==> src/rtl/mfcs_pkg.sv <==
/*
 meter_fault_channel_select constants: register map, field positions, reset values,
 thresholds and timing counts derived from the 40 MHz core clock.
 assumes: samples are signed two's complement, full scale magnitude 2**15.
*/
package mfcs_pkg;
   // core clock, 40 MHz
   localparam int unsigned CLK_HZ = 32'h0262_5A00;
   localparam int SAMPLE_W = 16;
   localparam int ACC_W = 64;

   // times in their own unit
   localparam int unsigned QUAL_S = 32'h1;
   localparam int unsigned FILT_TAU_S = 32'h3;
   localparam int unsigned MN_WIN_MS = 32'h19;
   localparam int unsigned SLOW_PW_MS = 32'h64;
   localparam int unsigned CALIB_PW_US = 32'h5A;

   // cycle counts
   localparam int unsigned FILT_SHIFT = 32'h8;
   localparam int unsigned QUAL_CYC = QUAL_S * CLK_HZ;
   localparam int unsigned FILT_TICK_CYC = (FILT_TAU_S * CLK_HZ) >> FILT_SHIFT;
   localparam int unsigned MN_WIN_CYC = MN_WIN_MS * (CLK_HZ / 32'h3E8);
   localparam int unsigned SLOW_PW_CYC = SLOW_PW_MS * (CLK_HZ / 32'h3E8);
   localparam int unsigned CALIB_PW_CYC = CALIB_PW_US * (CLK_HZ / 32'h000F_4240);

   // magnitudes and thresholds
   localparam logic [31:0] FS_MAG = 32'h0000_8000;
   localparam logic [31:0] LIGHT_TH = (FS_MAG * 32'h3) / 32'h3E8;
   localparam logic [31:0] MN_PEAK_TH = (FS_MAG * 32'h9) / 32'h64;
   localparam int unsigned MISMATCH_SHIFT = 32'h4;

   // dc full scale product 2**30 per cycle gives 0.68 Hz slow rate at rate select 0
   localparam logic [63:0] SLOW_TH = ((64'(CLK_HZ)) << 30) * 64'h19 / 64'h11;

   // calibration ratio exponents
   localparam logic [3:0] RATIO_128 = 4'h7;
   localparam logic [3:0] RATIO_64 = 4'h6;
   localparam logic [3:0] RATIO_32 = 4'h5;
   localparam logic [3:0] RATIO_16 = 4'h4;
   localparam logic [3:0] RATIO_2048 = 4'hB;

   // register map
   localparam logic [7:0] ADDR_CTRL = 8'h00;
   localparam logic [7:0] ADDR_STATUS = 8'h04;
   localparam logic [7:0] ADDR_PHASE_AVG = 8'h08;
   localparam logic [7:0] ADDR_NEUTRAL_AVG = 8'h0C;
   localparam logic [4:0] CTRL_RESET = 5'h01;
   localparam int CTRL_PULSE_EN = 0;
   localparam int CTRL_SEL_REG = 1;
   localparam int CTRL_SCF = 2;
   localparam int CTRL_RS_LO = 3;
   localparam int CTRL_RS_HI = 4;
   localparam int ST_FAULT = 0;
   localparam int ST_MISMATCH = 1;
   localparam int ST_MISSING = 2;
   localparam int ST_NEUTRAL = 3;
   localparam int ST_LIGHT = 4;
endpackage

==> src/rtl/mfcs_avg.sv <==
/*
 mfcs_avg: rectifying leaky averager for one current channel.
 assumes: tick_i is a one-cycle strobe from the same clock domain.
*/
`timescale 1ns/100ps
`default_nettype none
module mfcs_avg #(
   parameter int SW = 16,
   parameter int K = 8
) (
   // clock and reset
   input wire logic clk_i,
   input wire logic reset_n_i,
   // sample path
   input wire logic tick_i,
   input wire logic signed [SW-1:0] sample_i,
   output logic [SW-1:0] avg_o
);
   logic [SW+K-1:0] acc_r;
   logic [SW+K-1:0] acc_nxt;
   logic [SW-1:0] mag;

   // -min fits as unsigned in SW bits
   assign mag = sample_i[SW-1] ? SW'(-sample_i) : SW'(sample_i);
   // time constant is 2**K ticks; the leak term keeps the sum bounded
   assign acc_nxt = acc_r + (SW+K)'(mag) - (acc_r >> K);

   always_ff @(posedge clk_i) begin
      if (!reset_n_i) begin
         acc_r <= '0;
         avg_o <= '0;
      end else if (tick_i) begin
         acc_r <= acc_nxt;
         avg_o <= acc_nxt[SW+K-1:K];
      end
   end
endmodule // mfcs_avg
`default_nettype wire

==> src/rtl/mfcs_top.sv <==
/*
 mfcs_top: fault-tolerant channel select, missing-neutral detection and pulse
 scaling for an energy meter, with an APB register slave.
 assumes: current, voltage and backup gain samples come from logic on clk_i;
 the three select pins are asynchronous and are synchronised here.
*/
// Design decisions made here: the address map and the APB slave port.
// Notes on behaviour
// RULE_01 - calib rate is 16..128 times slow rate, 2048 for scale 0 rates 11
// RULE_02 - slow maximum rate doubles per rate select step
// RULE_03 - full-scale ac gives half the maximum rate of full-scale dc
// RULE_04 - mismatch fault when currents differ by more than one sixteenth
// RULE_05 - during mismatch, keep billing from the larger current
// RULE_06 - start on phase; after about one second alarm, swap if neutral larger
// RULE_07 - no mismatch detection below 0.3 percent of full scale
// RULE_08 - inactive below 93.75 percent of larger active: alarm, no swap
// RULE_09 - currents are averaged, alarm follows with about three seconds delay
// RULE_10 - alarm never depends on slow pulse activity
// RULE_11 - neutral exceeding phase by a sixteenth: alarm, swap to neutral
// RULE_12 - swap back only when phase exceeds neutral by a sixteenth of phase
// RULE_13 - alarm drops once phase is within a sixteenth of neutral
// RULE_14 - alarm held high while neutral is missing
// RULE_15 - missing neutral bills on current scaled by backup gain level
// RULE_16 - missing-neutral detection window suits 45 to 55 Hz lines
// RULE_17 - missing neutral pulses track ampere-hours, alarm high
// RULE_18 - enter missing neutral on peak below 9 percent or no crossing
// RULE_19 - leave missing neutral when peak above 9 percent and a crossing seen
// RULE_20 - alarm is mismatch fault or missing neutral
`timescale 1ns/100ps
`default_nettype none
module mfcs_top
   import mfcs_pkg::*;
#(
   parameter int SW = mfcs_pkg::SAMPLE_W,
   parameter int unsigned QUAL_CYC_P = mfcs_pkg::QUAL_CYC,
   parameter int unsigned FILT_TICK_P = mfcs_pkg::FILT_TICK_CYC,
   parameter int unsigned MN_WIN_P = mfcs_pkg::MN_WIN_CYC,
   parameter int unsigned SLOW_PW_P = mfcs_pkg::SLOW_PW_CYC,
   parameter int unsigned CALIB_PW_P = mfcs_pkg::CALIB_PW_CYC,
   parameter logic [63:0] SLOW_TH_P = mfcs_pkg::SLOW_TH
) (
   // clock and reset
   input wire logic clk_i,
   input wire logic reset_n_i,
   // apb slave
   input wire logic psel_i,
   input wire logic penable_i,
   input wire logic pwrite_i,
   input wire logic [7:0] paddr_i,
   input wire logic [31:0] pwdata_i,
   input wire logic [3:0] pstrb_i,
   output logic [31:0] prdata_o,
   output logic pready_o,
   output logic pslverr_o,
   // sampled inputs
   input wire logic signed [SW-1:0] phase_current_in_i,
   input wire logic signed [SW-1:0] neutral_current_in_i,
   input wire logic signed [SW-1:0] line_voltage_pos_i,
   input wire logic signed [SW-1:0] line_voltage_neg_i,
   input wire logic [SW-1:0] backup_gain_level_i,
   // select pins
   input wire logic calib_scale_sel_i,
   input wire logic rate_sel_lo_i,
   input wire logic rate_sel_hi_i,
   // outputs
   output logic calib_pulse_out_o,
   output logic slow_pulse_a_o,
   output logic slow_pulse_b_o,
   output logic fault_o
);
   import mfcs_pkg::*;

   function automatic logic [3:0] ratio_log2(input logic [2:0] code);
      case (code)
         3'b100: ratio_log2 = RATIO_128;
         3'b000: ratio_log2 = RATIO_64;
         3'b101: ratio_log2 = RATIO_64;
         3'b001: ratio_log2 = RATIO_32;
         3'b110: ratio_log2 = RATIO_32;
         3'b010: ratio_log2 = RATIO_16;
         3'b111: ratio_log2 = RATIO_16;
         3'b011: ratio_log2 = RATIO_2048;
         default: ratio_log2 = RATIO_64;
      endcase
   endfunction

   logic [2:0] pin_s1_r;
   logic [2:0] pin_s2_r;
   logic [4:0] ctrl_r;
   logic [2:0] sel_code;
   logic [31:0] tick_cnt_r;
   logic tick;
   logic [SW-1:0] pa;
   logic [SW-1:0] na;
   logic [SW-1:0] act;
   logic [SW-1:0] ina;
   logic [SW-1:0] larger;
   logic [SW-1:0] diff;
   logic light;
   logic mm_raw;
   logic swap_raw;
   logic [31:0] qual_cnt_r;
   logic qual_done;
   logic mismatch_r;
   logic mismatch_nxt;
   logic sel_neutral_r;
   logic fault_r;
   logic signed [SW:0] v_diff;
   logic [SW:0] v_mag;
   logic [SW:0] peak_cur;
   logic zc_cur;
   logic [SW:0] peak_r;
   logic zc_r;
   logic sign_prev_r;
   logic [31:0] win_cnt_r;
   logic win_end;
   logic missing_r;
   logic missing_nxt;
   logic signed [SW-1:0] i_sel;
   logic [SW-1:0] i_mag;
   logic signed [2*SW:0] prod_s;
   logic [2*SW-1:0] pwr;
   logic [ACC_W-1:0] inc;
   logic [ACC_W-1:0] calib_th;
   logic [ACC_W-1:0] acc_r;
   logic [ACC_W-1:0] acc_sum;
   logic calib_evt;
   logic slow_evt;
   logic [11:0] cal_cnt_r;
   logic [11:0] ratio_m1;
   logic [31:0] cal_pw_r;
   logic [31:0] cal_pw_nxt;
   logic [31:0] slow_pw_r;
   logic [31:0] slow_pw_nxt;
   logic pulse_en;
   logic apb_setup;
   logic apb_wr;
   logic addr_ok;
   logic [31:0] rd_mux;

   // select pins: two flops each, only the second is read
   genvar g;
   generate
      for (g = 0; g < 3; g++) begin : g_sync
         always_ff @(posedge clk_i) begin
            if (!reset_n_i) begin
               pin_s1_r[g] <= 1'b0;
               pin_s2_r[g] <= 1'b0;
            end else begin
               pin_s1_r[g] <= (g == 0) ? rate_sel_lo_i : (g == 1) ? rate_sel_hi_i
                  : calib_scale_sel_i;
               pin_s2_r[g] <= pin_s1_r[g];
            end
         end
      end
   endgenerate

   assign sel_code = ctrl_r[CTRL_SEL_REG] ?
      {ctrl_r[CTRL_SCF], ctrl_r[CTRL_RS_HI], ctrl_r[CTRL_RS_LO]} : {pin_s2_r[2], pin_s2_r[1:0]};
   assign pulse_en = ctrl_r[CTRL_PULSE_EN];

   // averaging of both currents before comparing
   assign tick = (tick_cnt_r == FILT_TICK_P - 1); // RULE_09
   always_ff @(posedge clk_i) begin
      if (!reset_n_i || tick) tick_cnt_r <= '0;
      else tick_cnt_r <= tick_cnt_r + 32'h1;
   end

   mfcs_avg #(.SW(SW), .K(FILT_SHIFT)) u_avg_phase (
      .clk_i(clk_i), .reset_n_i(reset_n_i), .tick_i(tick),
      .sample_i(phase_current_in_i), .avg_o(pa)
   );
   mfcs_avg #(.SW(SW), .K(FILT_SHIFT)) u_avg_neutral (
      .clk_i(clk_i), .reset_n_i(reset_n_i), .tick_i(tick),
      .sample_i(neutral_current_in_i), .avg_o(na)
   );

   // mismatch decision on averaged magnitudes
   assign act = sel_neutral_r ? na : pa;
   assign ina = sel_neutral_r ? pa : na;
   assign larger = (pa > na) ? pa : na;
   assign diff = (pa > na) ? (pa - na) : (na - pa);
   assign light = (32'(larger) < LIGHT_TH); // RULE_07
   assign mm_raw = !light && (diff > (larger >> MISMATCH_SHIFT)); // RULE_04 RULE_08 RULE_13
   // one sixteenth of the larger one keeps swap and swap-back apart, no chatter
   assign swap_raw = !light && (ina > act)
      && ((ina - act) > (ina >> MISMATCH_SHIFT)); // RULE_11 RULE_12
   assign qual_done = mm_raw && (qual_cnt_r == QUAL_CYC_P - 1); // RULE_06
   assign mismatch_nxt = mm_raw && (mismatch_r || qual_done); // RULE_13

   always_ff @(posedge clk_i) begin
      if (!reset_n_i) begin
         qual_cnt_r <= '0;
         mismatch_r <= 1'b0;
         sel_neutral_r <= 1'b0; // RULE_06
      end else begin
         if (!mm_raw) qual_cnt_r <= '0;
         else if (!qual_done) qual_cnt_r <= qual_cnt_r + 32'h1;
         mismatch_r <= mismatch_nxt;
         if (qual_done && swap_raw) sel_neutral_r <= ~sel_neutral_r; // RULE_11 RULE_12
      end
   end

   // missing-neutral watch over a window longer than one 45 Hz cycle
   assign v_diff = $signed({line_voltage_pos_i[SW-1], line_voltage_pos_i})
      - $signed({line_voltage_neg_i[SW-1], line_voltage_neg_i});
   assign v_mag = v_diff[SW] ? (SW+1)'(-v_diff) : (SW+1)'(v_diff);
   assign peak_cur = (v_mag > peak_r) ? v_mag : peak_r;
   assign zc_cur = zc_r || (v_diff[SW] != sign_prev_r);
   assign win_end = (win_cnt_r == MN_WIN_P - 1); // RULE_16
   assign missing_nxt = !win_end ? missing_r
      : ((32'(peak_cur) < MN_PEAK_TH) || !zc_cur) ? 1'b1 // RULE_18
      : ((32'(peak_cur) > MN_PEAK_TH) && zc_cur) ? 1'b0 : missing_r; // RULE_19

   always_ff @(posedge clk_i) begin
      if (!reset_n_i) begin
         win_cnt_r <= '0;
         peak_r <= '0;
         zc_r <= 1'b0;
         sign_prev_r <= 1'b0;
         missing_r <= 1'b0;
      end else begin
         win_cnt_r <= win_end ? '0 : win_cnt_r + 32'h1;
         peak_r <= win_end ? '0 : peak_cur;
         zc_r <= win_end ? 1'b0 : zc_cur;
         sign_prev_r <= v_diff[SW];
         missing_r <= missing_nxt;
      end
   end

   // alarm from detectors only, no pulse logic feeds it
   always_ff @(posedge clk_i) begin
      if (!reset_n_i) fault_r <= 1'b0;
      else fault_r <= mismatch_r | missing_r; // RULE_20 RULE_14 RULE_10
   end
   assign fault_o = fault_r;

   // billing power: instantaneous product, so ac averages to half of dc
   assign i_sel = sel_neutral_r ? neutral_current_in_i : phase_current_in_i; // RULE_05
   assign i_mag = i_sel[SW-1] ? SW'(-i_sel) : SW'(i_sel);
   assign prod_s = i_sel * v_diff; // RULE_03
   // reverse power is not billed; negative products clip to zero
   assign pwr = missing_r ? (2*SW)'(i_mag * backup_gain_level_i) // RULE_15 RULE_17
      : (prod_s[2*SW] ? '0 : prod_s[2*SW-1:0]);
   assign inc = ACC_W'(pwr) << sel_code[1:0]; // RULE_02
   assign calib_th = SLOW_TH_P >> ratio_log2(sel_code); // RULE_01
   assign acc_sum = acc_r + inc;
   assign calib_evt = pulse_en && (acc_sum >= calib_th);
   assign ratio_m1 = (12'h001 << ratio_log2(sel_code)) - 12'h001;
   // a select change mid-count may leave the count above the new ratio
   assign slow_evt = calib_evt && (cal_cnt_r >= ratio_m1); // RULE_01

   always_ff @(posedge clk_i) begin
      if (!reset_n_i) begin
         acc_r <= '0;
         cal_cnt_r <= '0;
      end else if (pulse_en) begin
         acc_r <= calib_evt ? acc_sum - calib_th : acc_sum;
         if (slow_evt) cal_cnt_r <= '0;
         else if (calib_evt) cal_cnt_r <= cal_cnt_r + 12'h001;
      end
   end

   // pulse stretchers; a new event restarts the width
   assign cal_pw_nxt = calib_evt ? CALIB_PW_P : (cal_pw_r != 0) ? cal_pw_r - 32'h1 : '0;
   assign slow_pw_nxt = slow_evt ? SLOW_PW_P : (slow_pw_r != 0) ? slow_pw_r - 32'h1 : '0;
   always_ff @(posedge clk_i) begin
      if (!reset_n_i) begin
         cal_pw_r <= '0;
         slow_pw_r <= '0;
         calib_pulse_out_o <= 1'b0;
         slow_pulse_a_o <= 1'b0;
         slow_pulse_b_o <= 1'b0;
      end else begin
         cal_pw_r <= cal_pw_nxt;
         slow_pw_r <= slow_pw_nxt;
         calib_pulse_out_o <= (cal_pw_nxt != 0);
         slow_pulse_a_o <= (slow_pw_nxt != 0);
         slow_pulse_b_o <= (slow_pw_nxt != 0);
      end
   end

   // apb slave, zero wait states
   assign apb_setup = psel_i && !penable_i;
   assign apb_wr = psel_i && penable_i && pwrite_i;
   assign addr_ok = (paddr_i == ADDR_CTRL) || (paddr_i == ADDR_STATUS)
      || (paddr_i == ADDR_PHASE_AVG) || (paddr_i == ADDR_NEUTRAL_AVG);
   assign pready_o = 1'b1;
   assign pslverr_o = psel_i && penable_i && !addr_ok;
   assign rd_mux = (paddr_i == ADDR_CTRL) ? {27'h0, ctrl_r}
      : (paddr_i == ADDR_STATUS) ? {27'h0, light, sel_neutral_r, missing_r, mismatch_r, fault_r}
      : (paddr_i == ADDR_PHASE_AVG) ? 32'(pa)
      : (paddr_i == ADDR_NEUTRAL_AVG) ? 32'(na) : 32'h0000_0000;

   always_ff @(posedge clk_i) begin
      if (!reset_n_i) begin
         ctrl_r <= CTRL_RESET;
         prdata_o <= '0;
      end else begin
         if (apb_setup && !pwrite_i) prdata_o <= rd_mux;
         if (apb_wr && (paddr_i == ADDR_CTRL) && pstrb_i[0]) ctrl_r <= pwdata_i[4:0];
      end
   end
endmodule // mfcs_top
`default_nettype wire

==> config.mk <==
export PLATFORM = sky130hd
export DESIGN_NAME = mfcs_top
export DESIGN_NICKNAME = d
export VERILOG_FILES = /design/src/rtl/mfcs_pkg.sv /design/src/rtl/mfcs_avg.sv /design/src/rtl/mfcs_top.sv
export SDC_FILE = /design/constraint.sdc
export NUM_CORES = 2
export LEC_CHECK = 0
export BUFFER_PORTS_ARGS = -buffer_cell sky130_fd_sc_hd__buf_2
export CAP_MARGIN = 20
export CELL_PAD_IN_SITES_DETAIL_PLACEMENT = 1
export CELL_PAD_IN_SITES_GLOBAL_PLACEMENT = 1
export CORE_ASPECT_RATIO = 1.5
export CORE_MARGIN = 1.5
export CORE_UTILIZATION = 25
export CTS_BUF_LIST = sky130_fd_sc_hd__clkbuf_8
export CTS_CLUSTER_SIZE = 40
export DETAILED_ROUTE_END_ITERATION = 7
export PLACE_DENSITY = 0.58
export SYNTH_ARGS = -nofsm -noshare
export SYNTH_HDL_FRONTEND = slang
export SYNTH_SLANG_ARGS = --single-unit
==> constraint.sdc <==
create_clock -name clk_i -period 14.4 [get_ports clk_i]
set_input_delay 0.72 -clock clk_i [delete_from_list [all_inputs] [get_ports clk_i]]
set_output_delay 0.72 -clock clk_i [all_outputs]
set_load 0.02 [all_outputs]
==> results.json <==
{
  "ctsRootBufferMaster": "clkbuf_8",
  "clkTransAtPathRegs_ns": 0.07,
  "drtIter0Drc": 1666,
  "cts_made_buffers": 71,
  "period_needed_ns": 13.83,
  "syn_inst": 6270,
  "post-route-drc-count": 0,
  "relSlewSlack_pct": 26.9,
  "dieHeight_um": 551,
  "drv_slew": 0,
  "ant_nets": 0,
  "cp_slowest_cell": "mux2i_1",
  "clockBufferDepth": 3,
  "yosysWarnings": 0,
  "grt_pass1_wl_mm": 303,
  "tightest_slew_ns": 1.10,
  "crit_path_end_kind": "register",
  "finClkSkew_ns": 0.0654,
  "worst_setup_path_start_kind": "register",
  "hold_buffers": 0,
  "synth_edf_count": 0,
  "ys_seq_area_share_pct": 13.4,
  "num_vias": 47800,
  "area_growth_pct": 22.5,
  "die_x_um": 368,
  "critical_path_class": "register to register",
  "holdCritPathClass": "input port to register",
  "io_buffers": 122,
  "cts_tree": "done",
  "finalSetupViolations": 0,
  "worstPathArrival_ns": 14.47,
  "grt_pass1_vias": 52700,
  "drt-pass1-iter-count": 5,
  "clock_sinks": 336,
  "place.gp.congestion": 0.949,
  "via_per_inst": 4.92,
  "path_max_fanout": 11,
  "ys_types": 106,
  "wl_per_cell_um": 20.2,
  "grt_antenna_before_repair": 11,
  "worstPathRequired_ns": 15.04,
  "drive_above_1_share_pct": 17.5,
  "clkLatencyLatePin_ns": 0.76,
  "status": "finished, final reports clean",
  "crit_family": "adder cells",
  "drv_cap": 0,
  "mappedNetlistArea_um2": 50100,
  "wl_mm": 196,
  "finalCritPeriodShare_pct": 96.1,
  "hold_viol_final": 0,
  "fin_nets": 8092,
  "grt.overflow.total": 0,
  "critPathMostFrequentCell": "buf_4",
  "critPathMaxStageDelay_ns": 0.60,
  "postLayoutCoreUtil_pct": 30.8,
  "fmax_mhz": 72.3,
  "track_usage_pct": 19.2,
  "core_area_um2": 199000,
  "dieArea_um2": 203000,
  "ioPinCount": 170,
  "grt_start_max_net_pins": 98,
  "initial_utilization_pct": 25.1,
  "row_count": 201,
  "synthesis.area_per_instance_um2": 7.99,
  "fillers": 24000,
  "dp_hpwl_mm": 164,
  "yosys_most_used_dff": "dfxtp_1",
  "ys_seq_elements": 336,
  "path_buf_inv": 14,
  "cts_max_level": 3,
  "async_reset_ff_share_pct": 0
}
[sequential cells by signal, summed over array words and instances (netlist names), 24 cells and up]
name                 cells
qual_cnt_r              32
slow_pw_r               32
win_cnt_r               32
cal_pw_r                32
tick_cnt_r              32
acc_r                   64
u_avg_neutral.acc_r     24
u_avg_phase.acc_r       24
[cells in the mapped netlist, types with 24 or more instances]
master    instances  area share (%)
a211oi_1         64            0.96
a21o_1          119             1.8
a21oi_1         368             3.7
a31oi_1          38            0.47
and2_1          106             1.3
and3_1           61            0.76
buf_2            34            0.34
clkbuf_1        210             1.6
dfxtp_1         336              13
fa_1            507              20
ha_1            453              11
inv_1           716             5.4
mux2_2           33            0.74
mux2i_1         123             2.5
nand2_1         696             5.2
nand2b_1         63            0.79
nand3_1         138             1.4
nand3b_1         24            0.36
nand4_1          85             1.1
nor2_1          589             4.4
nor2b_1          64            0.80
nor3_1          111             1.1
nor4_1           51            0.64
o211ai_1         34            0.51
o21a_1           54            0.81
o21ai_0         252             2.5
o21bai_1         28            0.42
o31ai_1          47            0.70
or2_2            24            0.30
or3_1            43            0.54
xnor2_1         280             4.9
xor2_1          163             2.9
[per-stage QoR]
| step | TNS (ns) | std cells | cell area, um2 | hold slack, ns | setup WS (ns) |
|---|---|---|---|---|---|
| detailed placement | -92.64 | 9539 | 59000 | 0.421 | -0.880 |
| global placement | -42.33 | 9538 | 59000 | 0.424 | -0.575 |
| floorplan | 0 | 6289 | 50100 | 0.412 | 0.197 |
| CTS | 0 | 9665 | 60600 | 0.128 | 0.0416 |
| finish | 0 | 9704 | 61400 | 0.205 | 0.567 |
| global route | -0.901 | 9694 | 61300 | 0.167 | -0.109 |
[timing repair]
action / 4_1_cts / 5_1_grt
setup endpoints to repair: 11 / 142
hold endpoints to repair: 0 / 0
pin swaps: 2 / 37
resized for setup: 8 / 123
buffers inserted: 0 / 25
[cell usage in the layout, fill, tap and decap left out, types with 115 or more instances in the layout]
master | synthesis | routed
dfxtp_1 | 336 | 333
fa_1 | 507 | 502
buf_2 | 34 | 124
buf_4 | 20 | 763
nand2_1 | 696 | 695
inv_1 | 716 | 729
xnor2_1 | 280 | 272
o21ai_0 | 252 | 234
ha_1 | 453 | 449
a21o_1 | 119 | 119
nand3_1 | 138 | 138
xor2_1 | 163 | 158
nor2_1 | 589 | 581
mux2i_1 | 123 | 115
a21oi_1 | 368 | 355
[final timing paths]
path                  to  cells past startpoint  slack, ns           from
min            ctrl_r[0]                      3       0.21    pwdata_i[0]
max            acc_r[61]                     60       0.57  sel_neutral_r
min reg2reg  pin_s2_r[2]                      1       0.44    pin_s1_r[2]
max reg2reg    acc_r[61]                     60       0.57  sel_neutral_r
[worst min-delay path, stage by stage]
cell	delay, ns
buf_2	0.07
mux2i_1	0.05
nand2_1	0.06
[metal layers]
layer / vias to the layer above / part of all wire [%] / GRT usage, %
met2: 871 / 53 / 36.6
met5: - / 0.0066 / 0
met1: 23900 / 37 / 19.7
li1: 22500 / - / -
met3: 468 / 3.0 / 2.21
met4: 2 / 7.0 / 11.9
[cells by family after synthesis]
logic type	after synthesis	synth area share [%]
adders and majority gates	960	31.6
xor gates and xnor gates	443	7.75
muxes	162	3.46
DFF	336	13.4
AOI/OAI and AO/OA	1212	15.6
and+or+nand+nor	2157	20.5
buffers and inverters	998	7.75
other	2	0.0150
[cell type report]
type	count	area (um2)	area share (%)
Tap cell	2639	3300	5.38
Timing Repair Buffer	915	6860	11.2
Sequential cell	336	6740	11.0
Clock inverter	40	375	0.612
Antenna cell	12	30.0	0.0489
Inverter	721	2710	4.41
Multi-Input combinational cell	4955	40200	65.5
Clock buffer	86	1180	1.93
Power is not shown: default switching activity piles up to over one toggle a cycle in this logic, so the estimate is an artifact.
